$ cat config.mk
export PLATFORM = sky130hd
export DESIGN_NAME = sadc_top
export DESIGN_NICKNAME = d
export VERILOG_FILES = /design/src/common/sadc_pkg.sv /design/src/hw/sadc_clkdiv.sv /design/src/hw/sadc_top.sv
export SDC_FILE = /design/constraint.sdc
export NUM_CORES = 1
export LEC_CHECK = 0
export BUFFER_PORTS_ARGS = -buffer_cell sky130_fd_sc_hd__buf_2
export CAP_MARGIN = 10
export CORE_MARGIN = 2
export CORE_UTILIZATION = 59
export DETAILED_ROUTE_END_ITERATION = 10
export PLACE_DENSITY = 0.95
export SLEW_MARGIN = 10
export SYNTH_ARGS = -nofsm -noshare
export SYNTH_HDL_FRONTEND = slang
export SYNTH_SLANG_ARGS = --single-unit
export TNS_END_PERCENT = 10
$ cat constraint.sdc
create_clock -name ref_clk -period 4.5 [get_ports ref_clk]
set_input_delay 0.225 -clock ref_clk [delete_from_list [all_inputs] [get_ports ref_clk]]
set_output_delay 0.225 -clock ref_clk [all_outputs]
set_load 0.02 [all_outputs]
$ cat src/common/sadc_pkg.sv
/*
 * constants for the converter mode and result register block:
 * bus addresses, mode field layout, reset values, divider and timing counts.
 * assumes a cpu byte/word memory bus running on the peripheral clock.
 */
`default_nettype none
package sadc_pkg;
	// ----------------------------------------------------------------
	// register addresses
	// ----------------------------------------------------------------
	localparam logic [15:0] SADC_RESULT_WORD_ADDR = 16'hFF08;
	localparam logic [15:0] SADC_RESULT_BYTE_ADDR = 16'hFF09;
	localparam logic [15:0] SADC_MODE_ADDR = 16'hFF28;

	// ----------------------------------------------------------------
	// mode register fields
	// ----------------------------------------------------------------
	localparam int SADC_CONV_EN_BIT = 7;
	localparam int SADC_FREQ_LSB = 3;
	localparam int SADC_LEVEL_LSB = 1;
	localparam int SADC_COMP_EN_BIT = 0;
	localparam logic [7:0] SADC_MODE_WMASK = 8'hBF;
	localparam logic [7:0] SADC_MODE_RESET = 8'h00;
	localparam logic [15:0] SADC_RESULT_WORD_RESET = 16'h0000;
	localparam logic [7:0] SADC_RESULT_BYTE_RESET = 8'h00;

	// ----------------------------------------------------------------
	// conversion timing
	// ----------------------------------------------------------------
	localparam int SADC_RES_BITS = 10;
	localparam logic [5:0] SADC_CONV_CLKS_NORMAL = 6'h16;
	localparam logic [5:0] SADC_CONV_CLKS_LOWREF = 6'h28;
	localparam logic [1:0] SADC_LEVEL_NORMAL = 2'h0;
	localparam logic [1:0] SADC_LEVEL_LOWREF = 2'h1;
	localparam logic [3:0] SADC_DIV_CODE0 = 4'hC;
	localparam logic [3:0] SADC_DIV_CODE1 = 4'h8;
	localparam logic [3:0] SADC_DIV_CODE2 = 4'h6;
	localparam logic [3:0] SADC_DIV_CODE3 = 4'h4;
	localparam logic [3:0] SADC_DIV_CODE4 = 4'h3;
	localparam logic [3:0] SADC_DIV_CODE5 = 4'h2;

	typedef enum logic [1:0] {
		SADC_IDLE,
		SADC_SAMPLE,
		SADC_DECIDE,
		SADC_TRANSFER
	} sadc_state_t;
endpackage
`default_nettype wire

$ cat src/hw/sadc_clkdiv.sv
/*
 * conversion clock divider: one-cycle tick every n peripheral clocks.
 * assumes the frequency code is only changed while run is low.
 */
`timescale 1ns/100ps
`default_nettype none
module sadc_clkdiv
	import sadc_pkg::*;
(
	input wire logic ref_clk,
	input wire logic reset,
	input wire logic run,
	input wire logic [2:0] freq_code,
	output logic tick
);
	logic [3:0] div_value;
	logic [3:0] cnt_reg;
	logic [3:0] cnt_next;
	logic tick_reg;
	logic tick_next;

	always_comb begin
		unique case (freq_code)
			3'h0: div_value = SADC_DIV_CODE0;
			3'h1: div_value = SADC_DIV_CODE1;
			3'h2: div_value = SADC_DIV_CODE2;
			3'h3: div_value = SADC_DIV_CODE3;
			3'h4: div_value = SADC_DIV_CODE4;
			3'h5: div_value = SADC_DIV_CODE5;
			// prohibited codes fall back to the slowest divider
			default: div_value = SADC_DIV_CODE0;
		endcase
	end

	always_comb begin
		cnt_next = 4'h0;
		tick_next = 1'b0;
		if (run) begin
			if (cnt_reg >= div_value - 4'h1) begin
				tick_next = 1'b1;
			end else begin
				cnt_next = cnt_reg + 4'h1;
			end
		end
	end

	always_ff @(posedge ref_clk) begin
		if (reset) begin
			cnt_reg <= 4'h0;
			tick_reg <= 1'b0;
		end else begin
			cnt_reg <= cnt_next;
			tick_reg <= tick_next;
		end
	end

	assign tick = tick_reg;
endmodule // sadc_clkdiv
`default_nettype wire

$ cat src/hw/sadc_top.sv
/*
 * mode register, successive approximation sequencer and result registers
 * of a 10-bit converter.
 * assumes the analog sample-hold, comparator and resistor string sit outside,
 * and that the cpu bus runs on ref_clk.
 */
`timescale 1ns/100ps
`default_nettype none
module sadc_top
	import sadc_pkg::*;
(
	input wire logic ref_clk,
	input wire logic reset,
	input wire logic [15:0] bus_addr,
	input wire logic bus_wr,
	input wire logic bus_bit_wr,
	input wire logic [2:0] bus_bit_sel,
	input wire logic [7:0] bus_wdata,
	input wire logic bus_rd,
	input wire logic bus_rd_word,
	input wire logic comparator_out,
	output logic [15:0] bus_rdata,
	output logic bus_wait,
	output logic comparator_power,
	output logic comparator_half_ref,
	output logic sample_hold_req,
	output logic [9:0] trial_code,
	output logic [1:0] operating_state,
	output logic conversion_done_irq
);
	// ----------------------------------------------------------------
	// comparator decision
	// ----------------------------------------------------------------
	// the comparator is strobed from the divided ref_clk, so its decision is
	// already in this domain; a two-stage synchroniser would stretch the trial
	// loop to three clocks, more than the fastest conversion clock leaves
	logic comp_decision;

	assign comp_decision = comparator_out;

	// ----------------------------------------------------------------
	// register bus
	// ----------------------------------------------------------------
	logic [7:0] mode_reg;
	logic [7:0] mode_next;
	logic [15:0] rdata_reg;
	logic [15:0] rdata_next;
	logic wait_reg;
	logic wait_next;
	logic [9:0] result_reg;
	logic [9:0] result_next;
	logic mode_hit;
	logic conv_en;
	logic comp_en;
	logic [2:0] freq_code;
	logic [1:0] level_code;

	assign mode_hit = (bus_addr == SADC_MODE_ADDR);
	assign conv_en = mode_reg[SADC_CONV_EN_BIT];
	assign comp_en = mode_reg[SADC_COMP_EN_BIT];
	assign freq_code = mode_reg[SADC_FREQ_LSB +: 3];
	assign level_code = mode_reg[SADC_LEVEL_LSB +: 2];

	always_comb begin
		mode_next = mode_reg;
		rdata_next = 16'h0000;
		wait_next = 1'b0;
		if (bus_wr && mode_hit) begin
			mode_next = bus_wdata & SADC_MODE_WMASK;
		end else if (bus_bit_wr && mode_hit) begin
			mode_next[bus_bit_sel] = bus_wdata[0];
			mode_next = mode_next & SADC_MODE_WMASK;
		end
		if ((bus_wr || bus_bit_wr) && mode_hit) begin
			wait_next = 1'b1;
		end
		if (bus_rd_word && bus_addr == SADC_RESULT_WORD_ADDR) begin
			rdata_next = {result_reg, 6'h00};
			wait_next = 1'b1;
		end else if (bus_rd && bus_addr == SADC_RESULT_BYTE_ADDR) begin
			rdata_next = {8'h00, result_reg[9:2]};
			wait_next = 1'b1;
		end else if (bus_rd && mode_hit) begin
			rdata_next = {8'h00, mode_reg};
		end
		// byte reads of the word address return zero
	end

	always_ff @(posedge ref_clk) begin
		if (reset) begin
			mode_reg <= SADC_MODE_RESET;
			rdata_reg <= 16'h0000;
			wait_reg <= 1'b0;
		end else begin
			mode_reg <= mode_next;
			rdata_reg <= rdata_next;
			wait_reg <= wait_next;
		end
	end

	// ----------------------------------------------------------------
	// conversion clock
	// ----------------------------------------------------------------
	logic conv_tick;

	sadc_clkdiv u_clkdiv (
		.ref_clk(ref_clk),
		.reset(reset),
		.run(conv_en),
		.freq_code(freq_code),
		.tick(conv_tick)
	);

	// ----------------------------------------------------------------
	// successive approximation sequencer
	// ----------------------------------------------------------------
	sadc_state_t state_reg;
	sadc_state_t state_next;
	logic [5:0] tick_cnt_reg;
	logic [5:0] tick_cnt_next;
	logic [3:0] bit_idx_reg;
	logic [3:0] bit_idx_next;
	logic [9:0] sar_reg;
	logic [9:0] sar_next;
	logic irq_next;
	logic [5:0] sample_clks;

	// longer conversion at low reference level
	assign sample_clks = ((level_code == SADC_LEVEL_LOWREF) ? SADC_CONV_CLKS_LOWREF :
		SADC_CONV_CLKS_NORMAL) - 6'(SADC_RES_BITS) - 6'h1;

	always_comb begin
		state_next = state_reg;
		tick_cnt_next = tick_cnt_reg;
		bit_idx_next = bit_idx_reg;
		sar_next = sar_reg;
		result_next = result_reg;
		irq_next = 1'b0;
		unique case (state_reg)
			SADC_IDLE: begin
				if (conv_en) begin
					state_next = SADC_SAMPLE;
					tick_cnt_next = 6'h00;
				end
			end
			SADC_SAMPLE: begin
				if (conv_tick) begin
					tick_cnt_next = tick_cnt_reg + 6'h01;
					if (tick_cnt_reg == sample_clks - 6'h1) begin
						state_next = SADC_DECIDE;
						bit_idx_next = 4'(SADC_RES_BITS - 1);
						sar_next = 10'h200;
					end
				end
			end
			SADC_DECIDE: begin
				if (conv_tick) begin
					if (!comp_decision) begin
						sar_next[bit_idx_reg] = 1'b0;
					end
					if (bit_idx_reg == 4'h0) begin
						state_next = SADC_TRANSFER;
					end else begin
						bit_idx_next = bit_idx_reg - 4'h1;
						sar_next[bit_idx_reg - 4'h1] = 1'b1;
					end
				end
			end
			SADC_TRANSFER: begin
				if (conv_tick) begin
					result_next = sar_reg;
					irq_next = 1'b1;
					state_next = SADC_SAMPLE;
					tick_cnt_next = 6'h00;
				end
			end
		endcase
		if (!conv_en) begin
			state_next = SADC_IDLE;
			result_next = result_reg;
			irq_next = 1'b0;
		end
	end

	always_ff @(posedge ref_clk) begin
		if (reset) begin
			state_reg <= SADC_IDLE;
			tick_cnt_reg <= 6'h00;
			bit_idx_reg <= 4'h0;
			sar_reg <= 10'h000;
			result_reg <= SADC_RESULT_WORD_RESET[15:6];
		end else begin
			state_reg <= state_next;
			tick_cnt_reg <= tick_cnt_next;
			bit_idx_reg <= bit_idx_next;
			sar_reg <= sar_next;
			result_reg <= result_next;
		end
	end

	// ----------------------------------------------------------------
	// analog controls
	// ----------------------------------------------------------------
	logic comp_power_reg;
	logic sh_reg;
	logic sh_next;
	logic [9:0] trial_reg;
	logic [1:0] opstate_reg;
	logic irq_reg;

	assign sh_next = (state_next == SADC_SAMPLE);

	always_ff @(posedge ref_clk) begin
		if (reset) begin
			comp_power_reg <= 1'b0;
			sh_reg <= 1'b0;
			trial_reg <= 10'h000;
			opstate_reg <= 2'h0;
			irq_reg <= 1'b0;
		end else begin
			comp_power_reg <= comp_en;
			sh_reg <= sh_next;
			trial_reg <= sar_next;
			opstate_reg <= {conv_en, comp_en};
			irq_reg <= irq_next;
		end
	end

	assign bus_rdata = rdata_reg;
	assign bus_wait = wait_reg;
	assign comparator_power = comp_power_reg;
	assign comparator_half_ref = comp_power_reg;
	assign sample_hold_req = sh_reg;
	assign trial_code = trial_reg;
	assign operating_state = opstate_reg;
	assign conversion_done_irq = irq_reg;
endmodule // sadc_top
`default_nettype wire

==> results of run 1 <==
Yosys cell counts, types with 2 or more instances:
master    number
nand3b_1       4
o21ai_0        9
a21o_1         2
clkbuf_1       9
a22o_1         2
a32oi_1       12
and2_1        14
and3_1         3
xor2_1         6
a21oi_2        3
clkbuf_8       2
nor4_1         5
ha_1          14
buf_4          3
buf_2          2
xnor2_1        2
a211oi_1       7
a31oi_1        3
and3_2         2
mux2i_1        5
a31o_2         3
nor3b_1        4
nand3_1        5
dfxtp_1       65
o31ai_1        2
nand2_1       47
nor3_1         7
buf_6          2
nor4b_1        2
nand4_1        7
nand2b_1       4
nor2_1        44
or3b_2         2
a21oi_1       25
nor2b_1       10
inv_1         13
or2_2          3
a32o_1         2
how the worst max path moves through the flow:
stage	depth (start not counted)	start	end	slack, ns
floorplan	9	mode_reg[4]	u_clkdiv.tick	2.19
global placement	9	mode_reg[4]	u_clkdiv.cnt_reg[3]	2.03
detailed placement	9	mode_reg[4]	u_clkdiv.cnt_reg[3]	1.95
CTS	9	mode_reg[4]	u_clkdiv.cnt_reg[3]	1.89
global route	12	mode_reg[4]	u_clkdiv.cnt_reg[2]	1.68
finish	9	mode_reg[4]	u_clkdiv.cnt_reg[3]	1.89
layer usage:
| metal | global-route usage (%) | vias up |
|---|---|---|
| li1 | - | 1415 |
| met1 | 30.12 | 1408 |
| met2 | 45.30 | 168 |
| met3 | 6.977 | 33 |
| met4 | 12.86 | 0 |
| met5 | 0 | - |
cells by family (layout without fill, tap and decap cells):
kind of cell    Yosys count  in the layout  synth area share, %
compound gates           75             75                15.90
buf+inv                  32             94                5.300
simple gates            172            172                28.70
mux                       5              5                1.571
flops                    65             65                40.83
fa+ha+maj                14             14                5.497
xor+xnor                  8              8                2.199
layout make-up:
| type | instances | area [um2] |
|---|---|---|
| multi-input combinational | 274 | 1717 |
| fill | 387 | 1491 |
| sequential | 65 | 1301 |
| timing repair buffer | 65 | 325.3 |
| clock buffer | 9 | 123.9 |
| tap | 70 | 87.58 |
| clock inverter | 7 | 77.57 |
| inverter | 13 | 48.80 |
worst max-delay path, stage by stage, from the launching register on:
cell,delay (ns)
dfxtp_1,0.45
inv_1,0.13
ha_1,0.35
or3_1,0.40
ha_1,0.29
ha_1,0.28
a21o_1,0.16
a21oi_1,0.18
o211ai_1,0.18
nor2_1,0.14
through the flow:
stage	hold slack [ns]	setup WS [ns]
finish	0.1604	1.892
detailed placement	0.4403	1.945
CTS	0.1596	1.895
global route	0.1656	1.675
floorplan	0.3915	2.187
global placement	0.4441	2.028
power by group through the flow:
stage | combinational [uW] | clock [uW] | sequential (uW)
2_1_floorplan | 22.7 | 0 | 588
4_1_cts | 41.6 | 505 | 575
3_3_place_gp | 39.4 | 0 | 588
3_5_place_dp | 40.8 | 0 | 588
5_1_grt | 45.3 | 536 | 575
6_report | 42.2 | 508 | 575
==> results.toml, run 1 <==
[power]
power_density_nw_per_um2 = 305.5
comb_power_share_pct = 3.8
seqPwrFrac_pct = 51.1
power_leakage_uw = 0.001522
ir_drop_v = 0.0002654
p_int_uw = 851.5
p_sw_share_pct = 24.29
total_power_uw = 1125
p_clk_share_pct = 45.2
switchingPower_uw = 273.1

[logic_synthesis]
postSynthCellCount = 371
synth_seq_area_share_pct = 40.83
synth-edff-count = 0
synth_area_leader_cell = "dfxtp_1"
syn-num-nets = 419
syn_area_um2 = 3187
synth_top_area_share_pct = 40.83
synth.distinct_cells = 53
synthFlopType = "dfxtp_1"
ys_warn_count = 0
synth-seq-cells = 65
synth.avg_cell_area_um2 = 8.590
ys_top_cells_by_area = "dfxtp_1 (41%), nand2_1 (5.5%), ha_1 (5.5%)"
async_flop_share_pct = 0

[routing]
vias = 3024
wl_met2_um = 3831
drc = 0
wl_met3_um = 696
postRouteAntennaNets = 0
drt_iter0_drc = 233
top_layer = "met4"
wl_per_cell_um = 15.57
wl_met1_um = 3011
drtPass1Iterations = 5
viasPerCell = 6.012
wl_um = 7832

[worst_setup_path]
r2r_cells = 9
critPathLaunchType = "flop"
r2r_end = "u_clkdiv.cnt_reg[3]"
cp-end-kind = "flop"
critical_path.max_fanout = 5
worstPathArrival_ns = 2.90
crit_required_ns = 4.79
path_class = "reg -> reg"
rrSetupSlack_ns = 1.89
r2r-start = "mode_reg[4]"

[clock_tree]
cts_buffers = 9
clock_sinks = 65
clk_pin_slew_worst_paths_ns = 0.07
clock_path_buffers = 2
tritoncts = "built"
cts-root-buf = "clkbuf_8"
cts_hold_buf = 0
htree_levels = 3
cts_setup_buffers = 0
worstSkewPairLatency_ns = 0.36
cts_resized = 0

[die]
row_count = 26
fp.dieH_um = 77.50
die_w_um = 77.50
dieArea_um2 = 6005
core_um2 = 5172
ios = 67
initial_core_util_pct = 61.61

[timing]
fmax_mhz = 383.4
drv_slew = 0
slew_headroom_pct = 54.02
finClkSkew_ns = 0.01339
fin_setup_tns_ns = 0
grt_setup_unrepaired = "no"
worst_slew_pin_slew_ns = 0.6897
hold_viol = 0
min_period_over_period_pct = 57.95
finalSetupViolations = 0
period_needed_ns = 2.608

[worst_hold_path]
hold_class = "in -> reg"
hold_start = "bus_wdata[3]"
hold_depth = 3
min_to = "mode_reg[3]"

[flow_run]
drv_cap = 0

[place]
place_area_um2 = 3480
portBuffers = 65
gp_congestion = 0.8678
dp_hpwl_um = 5505
dp.cells = 487

[layout]
largest_reg_flops = 16
layout.nets = 476
n_antenna_cell = 0
area_growth_syn_to_layout_pct = 15.51
fin_util_pct = 71.17
final_cell_mix = "dfxtp_1 (65), buf_2 (65), nand2_1 (47)"
final_cells = 503
drive_above_1_share_pct = 23.09
final_cell_area_um2 = 3681

[global_route]
grt_start_max_net_pins = 38
gr-total-overflow = 0
antenna_found_initial = 0
grt_pass1_wl_um = 12720
grtUsageTotal_pct = 26.31
first_global_vias = 2832

[status]
status = "complete, no violations"
No activity file was read; power rests on OpenSTA's default activity.
==> run 2, diff against run 1 <==
- CORE_UTILIZATION: 59 -> 54
- PLACE_DENSITY: 0.95 -> 0.9
- clock period: 4.5 -> 2.52 ns (I/O delays scaled with it)
==> run 2 against run 1 <==
Compared with the run above:
- clock-buffer cell count did not move
- clock power grew 99%
- first-iteration DRC count is 7.7% higher
- sequential power rose by 79%
- critical path depth stayed put
- combinational power increased by 84%
==> results.toml, run 2 (synthesis gave the netlist of run 1 again) <==
[status]
status = "complete, no violations"

[power]
power_density_nw_per_um2 = 561.9
switchingPower_uw = 488.5
p_int_uw = 1626
p_clk_share_pct = 47.8
power_leakage_uw = 0.001566
total_power_uw = 2114
seqPwrFrac_pct = 48.5
comb_power_share_pct = 3.7
ir_drop_v = 0.0004594
p_sw_share_pct = 23.11

[timing]
drv_slew = 0
period_needed_ns = 2.375
fmax_mhz = 421.0
finClkSkew_ns = 0.01161
slew_headroom_pct = 66.45
worst_slew_pin_slew_ns = 0.5022
finalSetupViolations = 0
hold_viol = 0
min_period_over_period_pct = 94.25

[clock_tree]
clk_pin_slew_worst_paths_ns = 0.08
clock_path_buffers = 2
worstSkewPairLatency_ns = 0.35
cts-root-buf = "clkbuf_8"
cts_buffers = 9
cts_hold_buf = 0
tritoncts = "built"
htree_levels = 3
clock_sinks = 65

[worst_hold_path]
hold_depth = 3
hold_start = "bus_wdata[2]"
hold_class = "in -> reg"

[worst_setup_path]
critPathLaunchType = "flop"
worstPathArrival_ns = 2.66
r2r-start = "mode_reg[4]"
slowest_stage = "or3_1"
setup.worst_path.start = "mode_reg[4]"
rrSetupSlack_ns = 0.14
cp-end-kind = "flop"
worstPathCellList = "inv_1 -> ha_4 -> or3_1 -> ha_1 -> ha_1 -> a21o_1 -> a21oi_2 -> o211ai_1 -> nor2_1"
r2r_cells = 9
slowest_delay_ns = 0.39
cp_common_cell = "ha_1"
worstSetupEndpoint = "u_clkdiv.cnt_reg[3]"
r2r_end = "u_clkdiv.cnt_reg[3]"
crit_required_ns = 2.80
path_class = "reg -> reg"
critical_path.max_fanout = 4

[routing]
drc = 0
drt_iter0_drc = 251
wl_per_cell_um = 14.95
postRouteAntennaNets = 0
wl_um = 7625
drtPass1Iterations = 5
viasPerCell = 5.831
vias = 2974

[layout]
final_cell_mix = "dfxtp_1 (65), buf_2 (65), nand2_1 (47)"
final_cell_area_um2 = 3762
area_growth_syn_to_layout_pct = 18.06
layout.nets = 481
nFillCells = 476
drive_above_1_share_pct = 24.43
n_antenna_cell = 0
largest_reg_flops = 16

[die]
fp.dieH_um = 80.82
dieArea_um2 = 6532
core_um2 = 5608
initial_core_util_pct = 56.83
die_w_um = 80.82
row_count = 27
ios = 67

[flow_run]
drv_cap = 0

[global_route]
antenna_found_initial = 0
grt_start_max_net_pins = 37
gr-total-overflow = 0
grt_pass1_wl_um = 12000
first_global_vias = 2712
grtUsageTotal_pct = 23.82

[place]
dp_hpwl_um = 5448
gp_congestion = 0.8348
place_area_um2 = 3520
portBuffers = 65
## run 2: worst min-delay path by stage
stage | slack [ns] | end
4_1_cts | 0.05 | mode_reg[2]
3_5_place_dp | 0.43 | mode_reg[2]
6_report | 0.05 | mode_reg[2]
5_1_grt | 0.06 | mode_reg[4]
3_3_place_gp | 0.42 | mode_reg[2]
2_1_floorplan | 0.29 | mode_reg[0]
## run 2: layout make-up
type | count | area (um2) | share of cell area, %
flip-flops and latches | 65 | 1301 | 34.59
clock buffers | 9 | 123.9 | 3.292
repair buffers | 70 | 362.8 | 9.644
multi-input cells | 274 | 1733 | 46.06
inverters | 13 | 48.80 | 1.297
clock inverters | 7 | 102.6 | 2.727
well taps | 72 | 90.09 | 2.394
## run 2: critical path, delay by kind of cell (launching register included)
family	cells	cell delay, ns
buf+inv	1	0.15
flops	1	0.32
compound gates	3	0.49
simple gates	2	0.53
fa+ha+maj	3	0.81
## run 2: repair_timing
item                                    in CTS  in global routing
endpoints found under the setup margin       0                  5
resized for setup                            0                  2
setup buffers                                0                  0
## run 2: routing by layer
metal / wire [um] / track usage (%) / vias up / part of all wire, %
li1: - / - / 1428 / -
met1: 3133 / 26.82 / 1379 / 41
met2: 3693 / 42.81 / 151 / 48
met3: 665 / 6.222 / 16 / 8.7
met4: 132 / 9.322 / 0 / 1.7
met5: 0 / 0 / - / 0
## run 2: metrics by stage
step           std cells  setup TNS [ns]  worst slack, ns  hold WS (ns)  util [%]
3_5_place_dp         494               0          0.07482        0.4284     62.76
3_3_place_gp         494               0           0.2144        0.4237     62.76
4_1_cts              510               0          0.05391       0.05244     66.80
5_1_grt              510      -0.0005609       -0.0005609       0.06433     67.09
2_1_floorplan        371               0           0.2075        0.2925         -
6_report             510               0           0.1448       0.04675     67.09
## run 2: power groups by stage
stage                     logic (uW)  registers, uW  clock network [uW]
after floorplan                 40.5           1050                   0
after global placement          73.8           1050                   0
after detailed placement        75.7           1050                   0
after CTS                       76.2           1030                1010
after global routing            84.5           1030                1040
final                           77.7           1030                1010
==> run 3, diff against run 2 <==
- CORE_UTILIZATION: 54 -> 56
- CTS_BUF_LIST: unset -> sky130_fd_sc_hd__clkbuf_8
- PLACE_DENSITY: 0.9 -> 0.92
==> run 3 against run 2 <==
Compared with the run above:
- sequential power is essentially flat
- non-clock buffer count shrank 1
- via count shrank 1.9%
- largest power group unchanged
==> results.toml, run 3 (synthesis gave the netlist of run 1 again) <==
[worst_hold_path]
hold_start = "bus_wdata[7]"
hold_class = "in -> reg"
min_to = "mode_reg[7]"
hold_depth = 3

[routing]
wl_per_cell_um = 14.68
viasPerCell = 5.733
drtPass1Iterations = 6
postRouteAntennaNets = 0
wl_um = 7470
drc = 0
vias = 2918
drt_iter0_drc = 196

[die]
die_w_um = 79.44
ios = 67
dieArea_um2 = 6310
core_um2 = 5507
row_count = 27
fp.dieH_um = 79.44
initial_core_util_pct = 57.87

[layout]
largest_reg_flops = 16
final_cell_mix = "dfxtp_1 (65), buf_2 (65), nand2_1 (47)"
final_cells = 509
n_antenna_cell = 0
drive_above_1_share_pct = 24.26
final_cell_area_um2 = 3729
area_growth_syn_to_layout_pct = 17.00
layout.nets = 480

[worst_setup_path]
critPathLaunchType = "flop"
r2r_end = "u_clkdiv.cnt_reg[3]"
rrSetupSlack_ns = 0.19
critical_path.max_fanout = 4
cp-end-kind = "flop"
r2r-start = "mode_reg[4]"
r2r_cells = 9
crit_required_ns = 2.80
worstPathArrival_ns = 2.61
path_class = "reg -> reg"

[timing]
slew_headroom_pct = 65.23
hold_viol = 0
grt_setup_unrepaired = "no"
drv_slew = 0
worst_slew_pin_slew_ns = 0.5204
min_period_over_period_pct = 92.56
finalSetupViolations = 0
period_needed_ns = 2.332
fin_setup_tns_ns = 0
fmax_mhz = 428.7
finClkSkew_ns = 0.01140
holdWs_ns = 0.05841

[global_route]
first_global_vias = 2764
antenna_found_initial = 0
gr-total-overflow = 0
grt_start_max_net_pins = 28
grtUsageTotal_pct = 25.15
grt_pass1_wl_um = 12410

[clock_tree]
clock_sinks = 65
cts_buffers = 9
tritoncts = "built"
htree_levels = 3
cts-root-buf = "clkbuf_8"
clock_path_buffers = 2
worstSkewPairLatency_ns = 0.35
clk_pin_slew_worst_paths_ns = 0.07

[place]
place_area_um2 = 3512
gp_congestion = 0.8913
portBuffers = 65
dp_hpwl_um = 5381
dp.cells = 493

[power]
power_leakage_uw = 0.001545
ir_drop_v = 0.0004091
total_power_uw = 1999
power_density_nw_per_um2 = 536.2

[flow_run]
drv_cap = 0

[status]
status = "complete, no violations"
-- run 3: stage by stage --
| step | worst slack, ns | utilization (%) |
|---|---|---|
| after floorplan | 0.2075 | - |
| after global placement | 0.2056 | 63.78 |
| after detailed placement | 0.1129 | 63.78 |
| after CTS | 0.07622 | 67.48 |
| after global routing | 0.001885 | 67.71 |
| final | 0.1875 | 67.71 |
-- run 3: cell type report --
cell class / instances / area, um2
fill: 432 / 1778
multi-input combinational: 274 / 1729
sequential: 65 / 1301
timing repair buffer: 69 / 355.3
clock buffer: 9 / 123.9
tap: 72 / 90.09
clock inverter: 7 / 80.08
inverter: 13 / 48.80
-- run 3: timing repair --
action | CTS | global route
setup endpoints to repair | 0 | 5
gates resized for setup | 0 | 2
buffers inserted | 0 | 0
hold buffers | 0 | 0
-- run 3: worst max-delay path, stage by stage (launching register included) --
cell      delay, ns
dfxtp_1        0.35
inv_2          0.07
ha_4           0.25
or3_1          0.38
ha_1           0.29
ha_1           0.27
a21o_1         0.15
a21oi_1        0.17
o211ai_1       0.18
nor2_1         0.14
-- run 3: report_power, final --
group	switching [uW]	total [uW]	internal, uW
Combinational	45.9	77.0	31.1
Clock	430	896	466
Sequential	0.00330	1030	1030
-- run 3: worst max-delay path by stage --
stage	startpoint	endpoint	slack (ns)	cells past startpoint
after global routing	mode_reg[4]	u_clkdiv.cnt_reg[3]	0.002	12
after floorplan	mode_reg[4]	u_clkdiv.tick	0.21	9
after detailed placement	mode_reg[4]	u_clkdiv.cnt_reg[3]	0.11	9
after CTS	mode_reg[4]	u_clkdiv.cnt_reg[3]	0.08	9
after global placement	mode_reg[4]	u_clkdiv.cnt_reg[3]	0.21	9
final	mode_reg[4]	u_clkdiv.cnt_reg[3]	0.19	9
-- run 3: per-layer routing --
layer	up-vias	wire (um)	global-route usage [%]
met5	-	0	0
met3	17	567	7.919
li1	1428	-	-
met2	125	3670	43.19
met1	1348	3113	28.67
met4	0	118	10.69
